**src/rcr_pkg.sv**
```systemverilog
package rcr_pkg;
   localparam int unsigned NUM_CH = 4;
   localparam int unsigned REG_W  = 8;
   localparam int unsigned MIN_ADDR_W = 10;

   // register indices, channel order three, four, five, six
   // the bus byte address is four times the index
   localparam logic [3:0][7:0] VSEL_IDX = {8'h60, 8'h50, 8'h40, 8'h30};
   localparam logic [3:0][7:0] CTRL_IDX = {8'h61, 8'h51, 8'h41, 8'h32};
   localparam logic [7:0] IRQ_STATUS_IDX = 8'hF0;
   localparam logic [7:0] IRQ_MASK_IDX   = 8'hF1;

   // control field positions
   localparam int unsigned ON_BIT     = 7;
   localparam int unsigned OPT_BIT    = 2;
   localparam int unsigned UNMASK_BIT = 1;
   localparam int unsigned PGOOD_BIT  = 0;

   // channel shapes, bit k belongs to channel index k
   localparam logic [3:0] WIDE_CODE  = 4'h2;
   localparam logic [3:0] HAS_PHASE  = 4'h1;
   localparam logic [3:0] HAS_DISCH  = 4'hC;
   localparam logic [3:0] HAS_UNMASK = 4'hD;
   localparam int unsigned NARROW_CODE_W = 6;
   localparam int unsigned WIDE_CODE_W   = 8;

   // reset values
   localparam logic [7:0] RST_CODE     = 8'h00;
   localparam logic       RST_ON       = 1'h0;
   localparam logic       RST_OPT      = 1'h0;
   localparam logic       RST_UNMASK   = 1'h0;
   localparam logic [3:0] RST_IRQ_MASK = 4'h0;
endpackage : rcr_pkg

```
**src/rcr_chan.sv**
```systemverilog
`timescale 1ns/1ns
`default_nettype none
module rcr_chan #(
   parameter int unsigned CODE_W     = 6,
   parameter bit          HAS_OPT    = 1'h1,
   parameter bit          HAS_UNMASK = 1'h1
) (
   input  wire logic       clk,
   input  wire logic       rst,
   input  wire logic       vsel_we,
   input  wire logic       ctrl_we,
   input  wire logic [7:0] wdata,
   input  wire logic       pgood,
   output logic      [7:0] code_ff,
   output logic            on_ff,
   output logic            opt_ff,
   output logic            unmask_ff,
   output logic      [7:0] vsel_rd,
   output logic      [7:0] ctrl_rd
);
   localparam logic [7:0] CODE_MASK = 8'((9'h001 << CODE_W) - 9'h001);

   if (CODE_W < 1 || CODE_W > rcr_pkg::REG_W) begin : g_bad_width
      $error("rcr_chan: code width out of range");
   end

   // upper reserved bits never store, so they read zero
   always_ff @(posedge clk) begin
      if (rst) code_ff <= rcr_pkg::RST_CODE & CODE_MASK;
      else if (vsel_we) code_ff <= wdata & CODE_MASK;
   end

   // enable bit, stored and read back as written
   always_ff @(posedge clk) begin
      if (rst) on_ff <= rcr_pkg::RST_ON;
      else if (ctrl_we) on_ff <= wdata[rcr_pkg::ON_BIT];
   end

   // bit 2 is phase or discharge, absent on the boost channel
   if (HAS_OPT) begin : g_opt
      always_ff @(posedge clk) begin
         if (rst) opt_ff <= rcr_pkg::RST_OPT;
         else if (ctrl_we) opt_ff <= wdata[rcr_pkg::OPT_BIT];
      end
   end else begin : g_no_opt
      assign opt_ff = 1'h0;
   end

   if (HAS_UNMASK) begin : g_unmask
      always_ff @(posedge clk) begin
         if (rst) unmask_ff <= rcr_pkg::RST_UNMASK;
         else if (ctrl_we) unmask_ff <= wdata[rcr_pkg::UNMASK_BIT];
      end
   end else begin : g_no_unmask
      assign unmask_ff = 1'h0;
   end

   // readback; power-good is live, reserved bits are zero
   always_comb begin
      vsel_rd = code_ff;
      ctrl_rd = 8'h00;
      ctrl_rd[rcr_pkg::ON_BIT]     = on_ff;
      ctrl_rd[rcr_pkg::OPT_BIT]    = opt_ff;
      ctrl_rd[rcr_pkg::UNMASK_BIT] = unmask_ff;
      ctrl_rd[rcr_pkg::PGOOD_BIT]  = pgood;
   end
endmodule : rcr_chan
`default_nettype wire

```
**src/rcr_irq.sv**
```systemverilog
`timescale 1ns/1ns
`default_nettype none
module rcr_irq #(
   parameter int unsigned N = 4
) (
   input  wire logic         clk,
   input  wire logic         rst,
   input  wire logic [N-1:0] evt,
   input  wire logic         clr_we,
   input  wire logic         mask_we,
   input  wire logic [N-1:0] wdata,
   output logic      [N-1:0] status_ff,
   output logic      [N-1:0] mask_ff,
   output logic              irq_ff
);
   logic [N-1:0] nxt_status;
   logic [N-1:0] nxt_mask;

   if (N < 1 || N > rcr_pkg::REG_W) begin : g_bad_n
      $error("rcr_irq: event count out of range");
   end

   // write one clears; a same-cycle event wins over the clear
   always_comb begin
      nxt_status = (status_ff & ~(clr_we ? wdata : '0)) | evt;
      nxt_mask   = mask_we ? wdata : mask_ff;
   end

   always_ff @(posedge clk) begin
      if (rst) status_ff <= '0;
      else status_ff <= nxt_status;
   end

   always_ff @(posedge clk) begin
      if (rst) mask_ff <= N'(rcr_pkg::RST_IRQ_MASK);
      else mask_ff <= nxt_mask;
   end

   // computed from next values so irq tracks status with no lag
   always_ff @(posedge clk) begin
      if (rst) irq_ff <= 1'h0;
      else irq_ff <= |(nxt_status & nxt_mask);
   end
endmodule : rcr_irq
`default_nettype wire

```
**src/rcr_regs.sv**
```systemverilog
// Added by the designer: the APB interface to the registers.
`timescale 1ns/1ns
`default_nettype none
module rcr_regs #(
   parameter int unsigned ADDR_W = 10
) (
   input  wire logic              clk,
   input  wire logic              rst,
   input  wire logic              psel,
   input  wire logic              penable,
   input  wire logic              pwrite,
   input  wire logic [ADDR_W-1:0] paddr,
   input  wire logic       [31:0] pwdata,
   input  wire logic        [3:0] pstrb,
   output logic            [31:0] prdata,
   output logic                   pready,
   output logic                   pslverr,
   input  wire logic        [3:0] power_good,
   input  wire logic        [3:0] channel_fault,
   output logic             [3:0] regulator_on,
   output logic             [5:0] channel_three_code,
   output logic             [7:0] channel_four_code,
   output logic             [5:0] channel_five_code,
   output logic             [5:0] channel_six_code,
   output logic                   channel_three_phase,
   output logic                   channel_five_discharge,
   output logic                   channel_six_discharge,
   output logic                   irq
);
   localparam int unsigned NCH = rcr_pkg::NUM_CH;

   if (ADDR_W < rcr_pkg::MIN_ADDR_W || ADDR_W > 32) begin : g_bad_addr
      $error("rcr_regs: address width cannot reach the map");
   end

   // exact word match; unaligned or high addresses miss
   function automatic logic f_hit(
      input logic [ADDR_W-1:0] a,
      input logic [7:0]        idx
   );
      return a == ADDR_W'({idx, 2'h0});
   endfunction : f_hit

   logic             pready_ff;
   logic             pslverr_ff;
   logic      [31:0] prdata_ff;
   logic             setup;
   logic             take;
   logic             wr_en;
   logic [NCH-1:0]   hit_vsel;
   logic [NCH-1:0]   hit_ctrl;
   logic             hit_stat;
   logic             hit_mask;
   logic             map_hit;
   logic       [7:0] rd_byte;
   logic       [7:0] code_w   [NCH];
   logic       [7:0] vsel_rd  [NCH];
   logic       [7:0] ctrl_rd  [NCH];
   logic [NCH-1:0]   on_w;
   logic [NCH-1:0]   opt_w;
   logic [NCH-1:0]   unmask_w;
   logic [NCH-1:0]   evt;
   logic [NCH-1:0]   status_w;
   logic [NCH-1:0]   mask_w;
   logic             irq_w;

   // bus phases; the access phase always takes one cycle
   assign setup = psel & ~penable;
   assign take  = psel & penable & pready_ff;

   // byte lane 0 carries all register bits; other lanes ignored
   assign wr_en = take & pwrite & pstrb[0] & ~pslverr_ff;

   // address decode shared by the write and read paths
   assign hit_stat = f_hit(paddr, rcr_pkg::IRQ_STATUS_IDX);
   assign hit_mask = f_hit(paddr, rcr_pkg::IRQ_MASK_IDX);
   assign map_hit  = (|hit_vsel) | (|hit_ctrl) | hit_stat | hit_mask;

   // one register slice per channel, shaped by the channel kind
   for (genvar k = 0; k < NCH; k++) begin : g_ch
      assign hit_vsel[k] = f_hit(paddr, rcr_pkg::VSEL_IDX[k]);
      assign hit_ctrl[k] = f_hit(paddr, rcr_pkg::CTRL_IDX[k]);

      rcr_chan #(
         .CODE_W     (rcr_pkg::WIDE_CODE[k] ? rcr_pkg::WIDE_CODE_W
                                            : rcr_pkg::NARROW_CODE_W),
         .HAS_OPT    (rcr_pkg::HAS_PHASE[k] | rcr_pkg::HAS_DISCH[k]),
         .HAS_UNMASK (rcr_pkg::HAS_UNMASK[k])
      ) u_chan (
         .clk       (clk),
         .rst       (rst),
         .vsel_we   (wr_en & hit_vsel[k]),
         .ctrl_we   (wr_en & hit_ctrl[k]),
         .wdata     (pwdata[7:0]),
         .pgood     (power_good[k]),
         .code_ff   (code_w[k]),
         .on_ff     (on_w[k]),
         .opt_ff    (opt_w[k]),
         .unmask_ff (unmask_w[k]),
         .vsel_rd   (vsel_rd[k]),
         .ctrl_rd   (ctrl_rd[k])
      );

      // channels without a mask bit pass faults straight on
      assign evt[k] = channel_fault[k] &
                      (unmask_w[k] | ~rcr_pkg::HAS_UNMASK[k]);
   end

   // fault events latch here and drive the single interrupt line
   rcr_irq #(
      .N (NCH)
   ) u_irq (
      .clk       (clk),
      .rst       (rst),
      .evt       (evt),
      .clr_we    (wr_en & hit_stat),
      .mask_we   (wr_en & hit_mask),
      .wdata     (pwdata[NCH-1:0]),
      .status_ff (status_w),
      .mask_ff   (mask_w),
      .irq_ff    (irq_w)
   );

   // read mux; unmapped words read zero
   always_comb begin
      rd_byte = 8'h00;
      for (int i = 0; i < NCH; i++) begin
         if (hit_vsel[i]) rd_byte = vsel_rd[i];
         if (hit_ctrl[i]) rd_byte = ctrl_rd[i];
      end
      if (hit_stat) rd_byte = 8'(status_w);
      if (hit_mask) rd_byte = 8'(mask_w);
   end

   // ready follows setup, so every transfer has zero wait states
   always_ff @(posedge clk) begin
      if (rst) pready_ff <= 1'h0;
      else pready_ff <= setup;
   end

   // error flag stands during the access cycle of an unmapped word
   always_ff @(posedge clk) begin
      if (rst) pslverr_ff <= 1'h0;
      else pslverr_ff <= setup & ~map_hit;
   end

   // data sampled at setup; registers cannot move under a read
   always_ff @(posedge clk) begin
      if (rst) prdata_ff <= 32'h0000_0000;
      else if (setup & ~pwrite & map_hit) prdata_ff <= {24'h00_0000, rd_byte};
      else prdata_ff <= 32'h0000_0000;
   end

   // outputs, all from flip-flops
   assign prdata                 = prdata_ff;
   assign pready                 = pready_ff;
   assign pslverr                = pslverr_ff;
   assign regulator_on           = on_w;
   assign channel_three_code     = code_w[0][5:0];
   assign channel_four_code      = code_w[1];
   assign channel_five_code      = code_w[2][5:0];
   assign channel_six_code       = code_w[3][5:0];
   assign channel_three_phase    = opt_w[0];
   assign channel_five_discharge = opt_w[2];
   assign channel_six_discharge  = opt_w[3];
   assign irq                    = irq_w;
endmodule : rcr_regs
`default_nettype wire

```
**config.mk**
```make
export PLATFORM = sky130hd
export DESIGN_NAME = rcr_regs
export DESIGN_NICKNAME = d
export VERILOG_FILES = /design/src/rcr_pkg.sv /design/src/rcr_chan.sv /design/src/rcr_irq.sv /design/src/rcr_regs.sv
export SDC_FILE = /design/constraint.sdc
export NUM_CORES = 1
export LEC_CHECK = 0
export ABC_AREA = 0
export BUFFER_PORTS_ARGS = -buffer_cell sky130_fd_sc_hd__clkbuf_2
export CAP_MARGIN = 20
export CORE_AREA = 2 2 79 81
export CTS_BUF_LIST = sky130_fd_sc_hd__clkbuf_16
export DETAILED_ROUTE_END_ITERATION = 10
export DIE_AREA = 0 0 81 83
export PLACE_DENSITY = 0.86
export SLEW_MARGIN = 20
export SYNTH_ARGS = -nofsm -noshare
export SYNTH_HDL_FRONTEND = slang
export SYNTH_SLANG_ARGS = --single-unit
```
**constraint.sdc**
```tcl
create_clock -name clk -period 4.08 [get_ports clk]
set_input_delay 0.408 -clock clk [delete_from_list [all_inputs] [get_ports clk]]
set_output_delay 0.408 -clock clk [all_outputs]
set_load 0.05 [all_outputs]
```
* Yosys cells after proc, flatten, opt, wreduce, memory -nomap -nowiden *
Cells that the tools add are included.

storage, ports and cells
  register bits after elaboration = 79
  output and inout bits = 68
  bits of input ports = 59

cells by class
  eq/ne operators = 10
  bitwise logic cells = 34
  reduce and logical (&&, ||, !) cells = 6
  muxes and demuxes = 12

operator list
  operator                                                          number
  10-bit by 9-bit == test with 1-bit output, second input constant  6
  8-bit two-way mux                                                 7
  1-bit AND                                                         22
  10-bit == test, second input constant                             2
  10-bit by 8-bit == test with 1-bit output, second input constant  2
  4-bit two-way mux                                                 4
  4-bit OR reduction                                                4
  4-bit AND                                                         2
  6-bit two-way mux                                                 1
  1-bit NOT                                                         5
  5-bit OR reduction                                                1
  4-bit NOT                                                         1
  4-bit OR                                                          1
  1-bit OR                                                          3
  2-bit OR reduction                                                1

* Logic depth before layout (Yosys ltp) *
  depth in word-level cells = 12
  depth in mapped cells = 8
  gate-level depth less buffers = 5

* Modules after synthesis *
A second synthesis with hierarchy kept.

second synthesis, totals
  cell total of the unflattened synthesis = 445
  area total of the unflattened synthesis = 3691.0 µm²

modules (own cells, without submodules)
  module    times used  cells each  area each (µm²)  sequential area each (µm²)
  rcr_chan  4           48          459.2            180.2
  rcr_regs  1           216         1488.9           200.2
  rcr_irq   1           37          365.4            180.2

* Worst setup path after synthesis *
Ideal clock, no wire load.

  path type = register to register
  start = register pready_ff, in the netlist pready
  end = register g_ch[1].u_chan.code_ff[2]
  buffers on the path = 0
  path slack = 1.914 ns
  setup time = 0.128 ns
  arrival = 2.038 ns
  data required time = 3.952 ns
  period minus slack after synthesis = 2.166 ns
  cell stages (with the launch flop) = 6
  path through = dfxtp_1 > nand4_2 > or2_2 > nor3_4 > mux2i_1 > nor2_1

between the ends
  word-level cells in the longest chain between the ends = 5

RTL lines
  item                    RTL line         text
  from (decl)             rcr_regs.sv:44   logic pready_ff;
  from (signal assigned)  rcr_regs.sv:138  else pready_ff <= setup;
  1-bit AND               rcr_regs.sv:69   assign take = psel & penable & pready_ff;
  1-bit AND (3 in a row)  rcr_regs.sv:72   assign wr_en = take & pwrite & pstrb[0] & ~pslverr_ff;
  1-bit AND               rcr_regs.sv:92   .vsel_we (wr_en & hit_vsel[k]),
  to (signal assigned)    rcr_chan.sv:29   if (rst) code_ff <= rcr_pkg::RST_CODE & CODE_MASK;
  to (signal assigned)    rcr_chan.sv:30   else if (vsel_we) code_ff <= wdata & CODE_MASK;
  to (decl)               rcr_chan.sv:14   output logic [7:0] code_ff,

Every way passes these cells.
A chain may end at the register's enable or synchronous reset.

* Worst setup path in the final report *
  start = input port paddr[2]
  end = register g_ch[0].u_chan.code_ff[3]

between the ends
  word-level cells in the longest chain between the ends = 2

RTL lines
  item                                       RTL line        text
  from (decl)                                rcr_regs.sv:12  input wire logic [ADDR_W-1:0] paddr,
  10-bit by 8-bit == test with 1-bit output  rcr_regs.sv:41  return a == ADDR_W'({idx, 2'h0});
  1-bit AND                                  rcr_regs.sv:92
  to (signal assigned)                       rcr_chan.sv:29
  to (signal assigned)                       rcr_chan.sv:30
  to (decl)                                  rcr_chan.sv:14

Every way passes these cells.

==> flow_summary.toml <==
[status]
run_status = "finished, final reports clean"

[global_route]
grt_first_pass_wirelength_um = 12300
first_global_vias = 2490
global_route.usage.total_pct = 23.6
antenna_violations_before_repair = 0
grt_start_max_net_pins = 47
grt_overflow_total = 0

[critical_path]
timing.critical_path.required_ns = 4.23
cp_slowest_stage_delay_ns = 0.77
critical_path_buf_inv_count = 1
worst_path_dominant_cell_family = "simple AND/OR/NAND/NOR gates"
r2r_setup_slack_ns = 1.99
worstPathCellList = "clkbuf_2, or4_1, nor3_4, and2_1, mux2i_1, nor2_1"
cp.arrival_ns = 2.63
critical_path.reg2reg.endpoint = "g_ch[1].u_chan.code_ff[1]"
timing.critical_path.from_type = "primary input"
worstPathMaxFanout = 22
reg2reg_from = "pready"
cp_slowest_cell = "sky130_fd_sc_hd__or4_1"
worstSetupEndpointType = "flip-flop"
ff2ff_path_depth = 5
setup.worst_path.start = "paddr[2]"
timing_worst_setup_path_type = "primary input to flip-flop"

[cts]
cts_tree = "done"
clock_edge_transition_at_the_registers_on_the_reported_setup_and_hold_paths_ns = 0.07
cts_resized = 0
htree_num_levels = 2
cts_hold_buf = 0
cts.root.buffer_cell = "sky130_fd_sc_hd__clkbuf_16"
cts_buffers = 5
clkLatencyLatePin_ns = 0.30
cts_setup_buffers = 0
numClockSinks = 55
clk_path_buf_depth = 2

[worst_hold_path]
hold_start = "channel_fault[1]"
hold_path.class = "primary input to flip-flop"
holdPathStages = 3
min_to = "u_irq.status_ff[1]"

[yosys]
yosys_warnings = 0
synth_ff_type = "sky130_fd_sc_hd__dfxtp_1"
synth-seq-area-share_pct = 37.1
netlist.top_cell.by_area = "sky130_fd_sc_hd__dfxtp_1"
yosysUniqueCellTypes = 58
synth_area_per_cell_um2 = 8.84
synth_enable_flop_cells = 0
yosysTopAreaCellShare_pct = 37.1
syn-instance-count = 336
synth.area.top_cells = "sky130_fd_sc_hd__dfxtp_1 37%, sky130_fd_sc_hd__mux2i_1 10%, sky130_fd_sc_hd__buf_4 7.1%"
mappedNetlistArea_um2 = 2970
postSynthRegisterBits = 55
synth_async_sr_flop_share_pct = 0

[placed_design]
place_hpwl_um = 5770
portBuffers = 75
postPlaceCellArea_um2 = 3240
pre_cts_ws_ns = 1.34
gp_routability_congestion = 0.947

[route]
first_iter_violations = 217
totalWireLength_um = 7890
drtPass1Iterations = 5
drt-wirelength-per-cell_um = 16.7
vias = 2775
vias_per_cell = 5.85
remaining_drc_errors = 0
final_antenna_net_count = 0

[pwr]
p_leak_nw = 1.47
max-vdd-ir-drop_mv = 0.182
power.density_cell_area_nw_per_um2 = 352

[die]
floorplan.die_area_um2 = 6720
die_height_um = 83
floorplan.core_area_um2 = 5820
initial_core_util_pct = 51.1
io_pins = 127
std_cell_rows = 28
die_width_um = 81

[sta]
final-setup-viol-count = 0
timing.clock.skew_ns = 0.00744
fin_crit_sh_pct = 60.8
finalWorstSetupSlack_ns = 1.60
grt_setup_unrepaired = "no"
timing.slew.headroom_pct = 32.3
slew_at_the_pin_closest_to_its_max_slew_limit_ns = 1.00
clock.fmax_mhz = 403
min_period_ns = 2.48
timing_hold_violations_final = 0
final.setup.tns_ns = 0
number_of_pins_with_negative_max_slew_slack_in_the_final_report = 0

[run]
drv_cap = 0

[final_layout]
layout-area-overhead-vs-synth_pct = 15.6
n_antenna_cell = 0
final_layout_size_suffix_gt1_share_pct = 27.3
final.fill_count = 527
final_net_count = 457
layout.cell_area.non_filler_um2 = 3430
==> layer usage <==
metal	part of all wire, %	up-vias	GRT usage (%)
met3	9.2	22	5.54
met4	2.5	0	9.71
met5	0	-	0
li1	-	1269	-
met2	47	165	36.8
met1	41	1319	31.0
==> area by class of cell <==
cell class	instances	area (um2)	area share (%)
clock buffer	5	125	3.64
clock inverter	3	67.6	1.97
inverter	6	22.5	0.656
multi-input combinational	253	1630	47.6
sequential	55	1100	32.1
tap	75	93.8	2.73
timing repair buffer	77	390	11.4
==> flip-flops by register name, summed over array words and instances, names as in the netlist, 3 cells and up <==
name                   cells
g_ch.u_chan.code_ff       26
prdata                     8
g_ch.u_chan.opt_ff         3
g_ch.u_chan.on_ff          4
u_irq.status_ff            4
u_irq.mask_ff              4
g_ch.u_chan.unmask_ff      3
==> report_power, final <==
part | leakage (nW) | internal [mW] | switching [mW]
Combinational | 0.934 | 0.0229 | 0.103
Clock | 0.0900 | 0.351 | 0.193
Sequential | 0.443 | 0.538 | 0.00110
Total | 1.47 | 0.912 | 0.297
==> worst max path at each step <==
stage | to | cells after the start
after global placement | g_ch[0].u_chan.code_ff[3] | 6
after CTS | g_ch[0].u_chan.code_ff[3] | 6
after global routing | g_ch[0].u_chan.code_ff[2] | 6
final | g_ch[0].u_chan.code_ff[3] | 6
after detailed placement | g_ch[0].u_chan.code_ff[1] | 6
after floorplan | g_ch[1].u_chan.code_ff[2] | 5
==> cell usage after synthesis (all sizes together) (10+ instances only) <==
master and number:
a21oi 16, buf 35, o21ai 12, nand3 19
nor3 12, dfxtp 55, nand2 19, nor2 45
clkbuf 10, mux2i 31
==> logic make-up (layout without fill, tap and decap cells) <==
group	after synthesis	after routing	share of synthesized area (%)
simple gates	137	137	27.2
compound gates	56	56	12.4
flops	55	55	37.1
buf+inv	51	91	10.9
mux	36	36	12.3
other cells	1	24	0.126
==> placed cells by master, fill, tap and decap left out, types with 4 or more instances in the layout <==
| cell type | Yosys | layout |
|---|---|---|
| sky130_fd_sc_hd__o21ai_0 | 10 | 10 |
| sky130_fd_sc_hd__nand4_1 | 5 | 5 |
| sky130_fd_sc_hd__inv_1 | 6 | 6 |
| sky130_fd_sc_hd__a21boi_0 | 4 | 4 |
| sky130_fd_sc_hd__nand3_1 | 18 | 18 |
| sky130_fd_sc_hd__conb_1 | 1 | 24 |
| sky130_fd_sc_hd__nor2b_1 | 6 | 6 |
| sky130_fd_sc_hd__mux2_2 | 5 | 5 |
| sky130_fd_sc_hd__and3_1 | 5 | 5 |
| sky130_fd_sc_hd__clkbuf_16 | 0 | 5 |
| sky130_fd_sc_hd__nor3_1 | 8 | 8 |
| sky130_fd_sc_hd__a31oi_1 | 4 | 4 |
| sky130_fd_sc_hd__dfxtp_1 | 55 | 55 |
| sky130_fd_sc_hd__and2_1 | 5 | 5 |
| sky130_fd_sc_hd__mux2i_1 | 31 | 31 |
| sky130_fd_sc_hd__clkbuf_2 | 0 | 75 |
| sky130_fd_sc_hd__a21oi_1 | 16 | 16 |
| sky130_fd_sc_hd__nand2_1 | 18 | 18 |
| sky130_fd_sc_hd__nor2_1 | 45 | 45 |
==> worst min-delay path: stages <==
cell and delay [ns]:
sky130_fd_sc_hd__clkbuf_2 0.09, sky130_fd_sc_hd__nor2_1 0.04, sky130_fd_sc_hd__nor2_1 0.07
==> per-stage QoR <==
stage,util [%],hold WS [ns],std cells,power (mW)
after floorplan,-,0.440,359,0.660
after global placement,55.7,0.461,466,0.675
after detailed placement,55.7,0.468,466,0.676
after CTS,59.1,0.347,474,1.22
after global routing,59.1,0.381,474,1.24
final,59.1,0.342,474,1.21
Power figures use the tool's default switching activity.
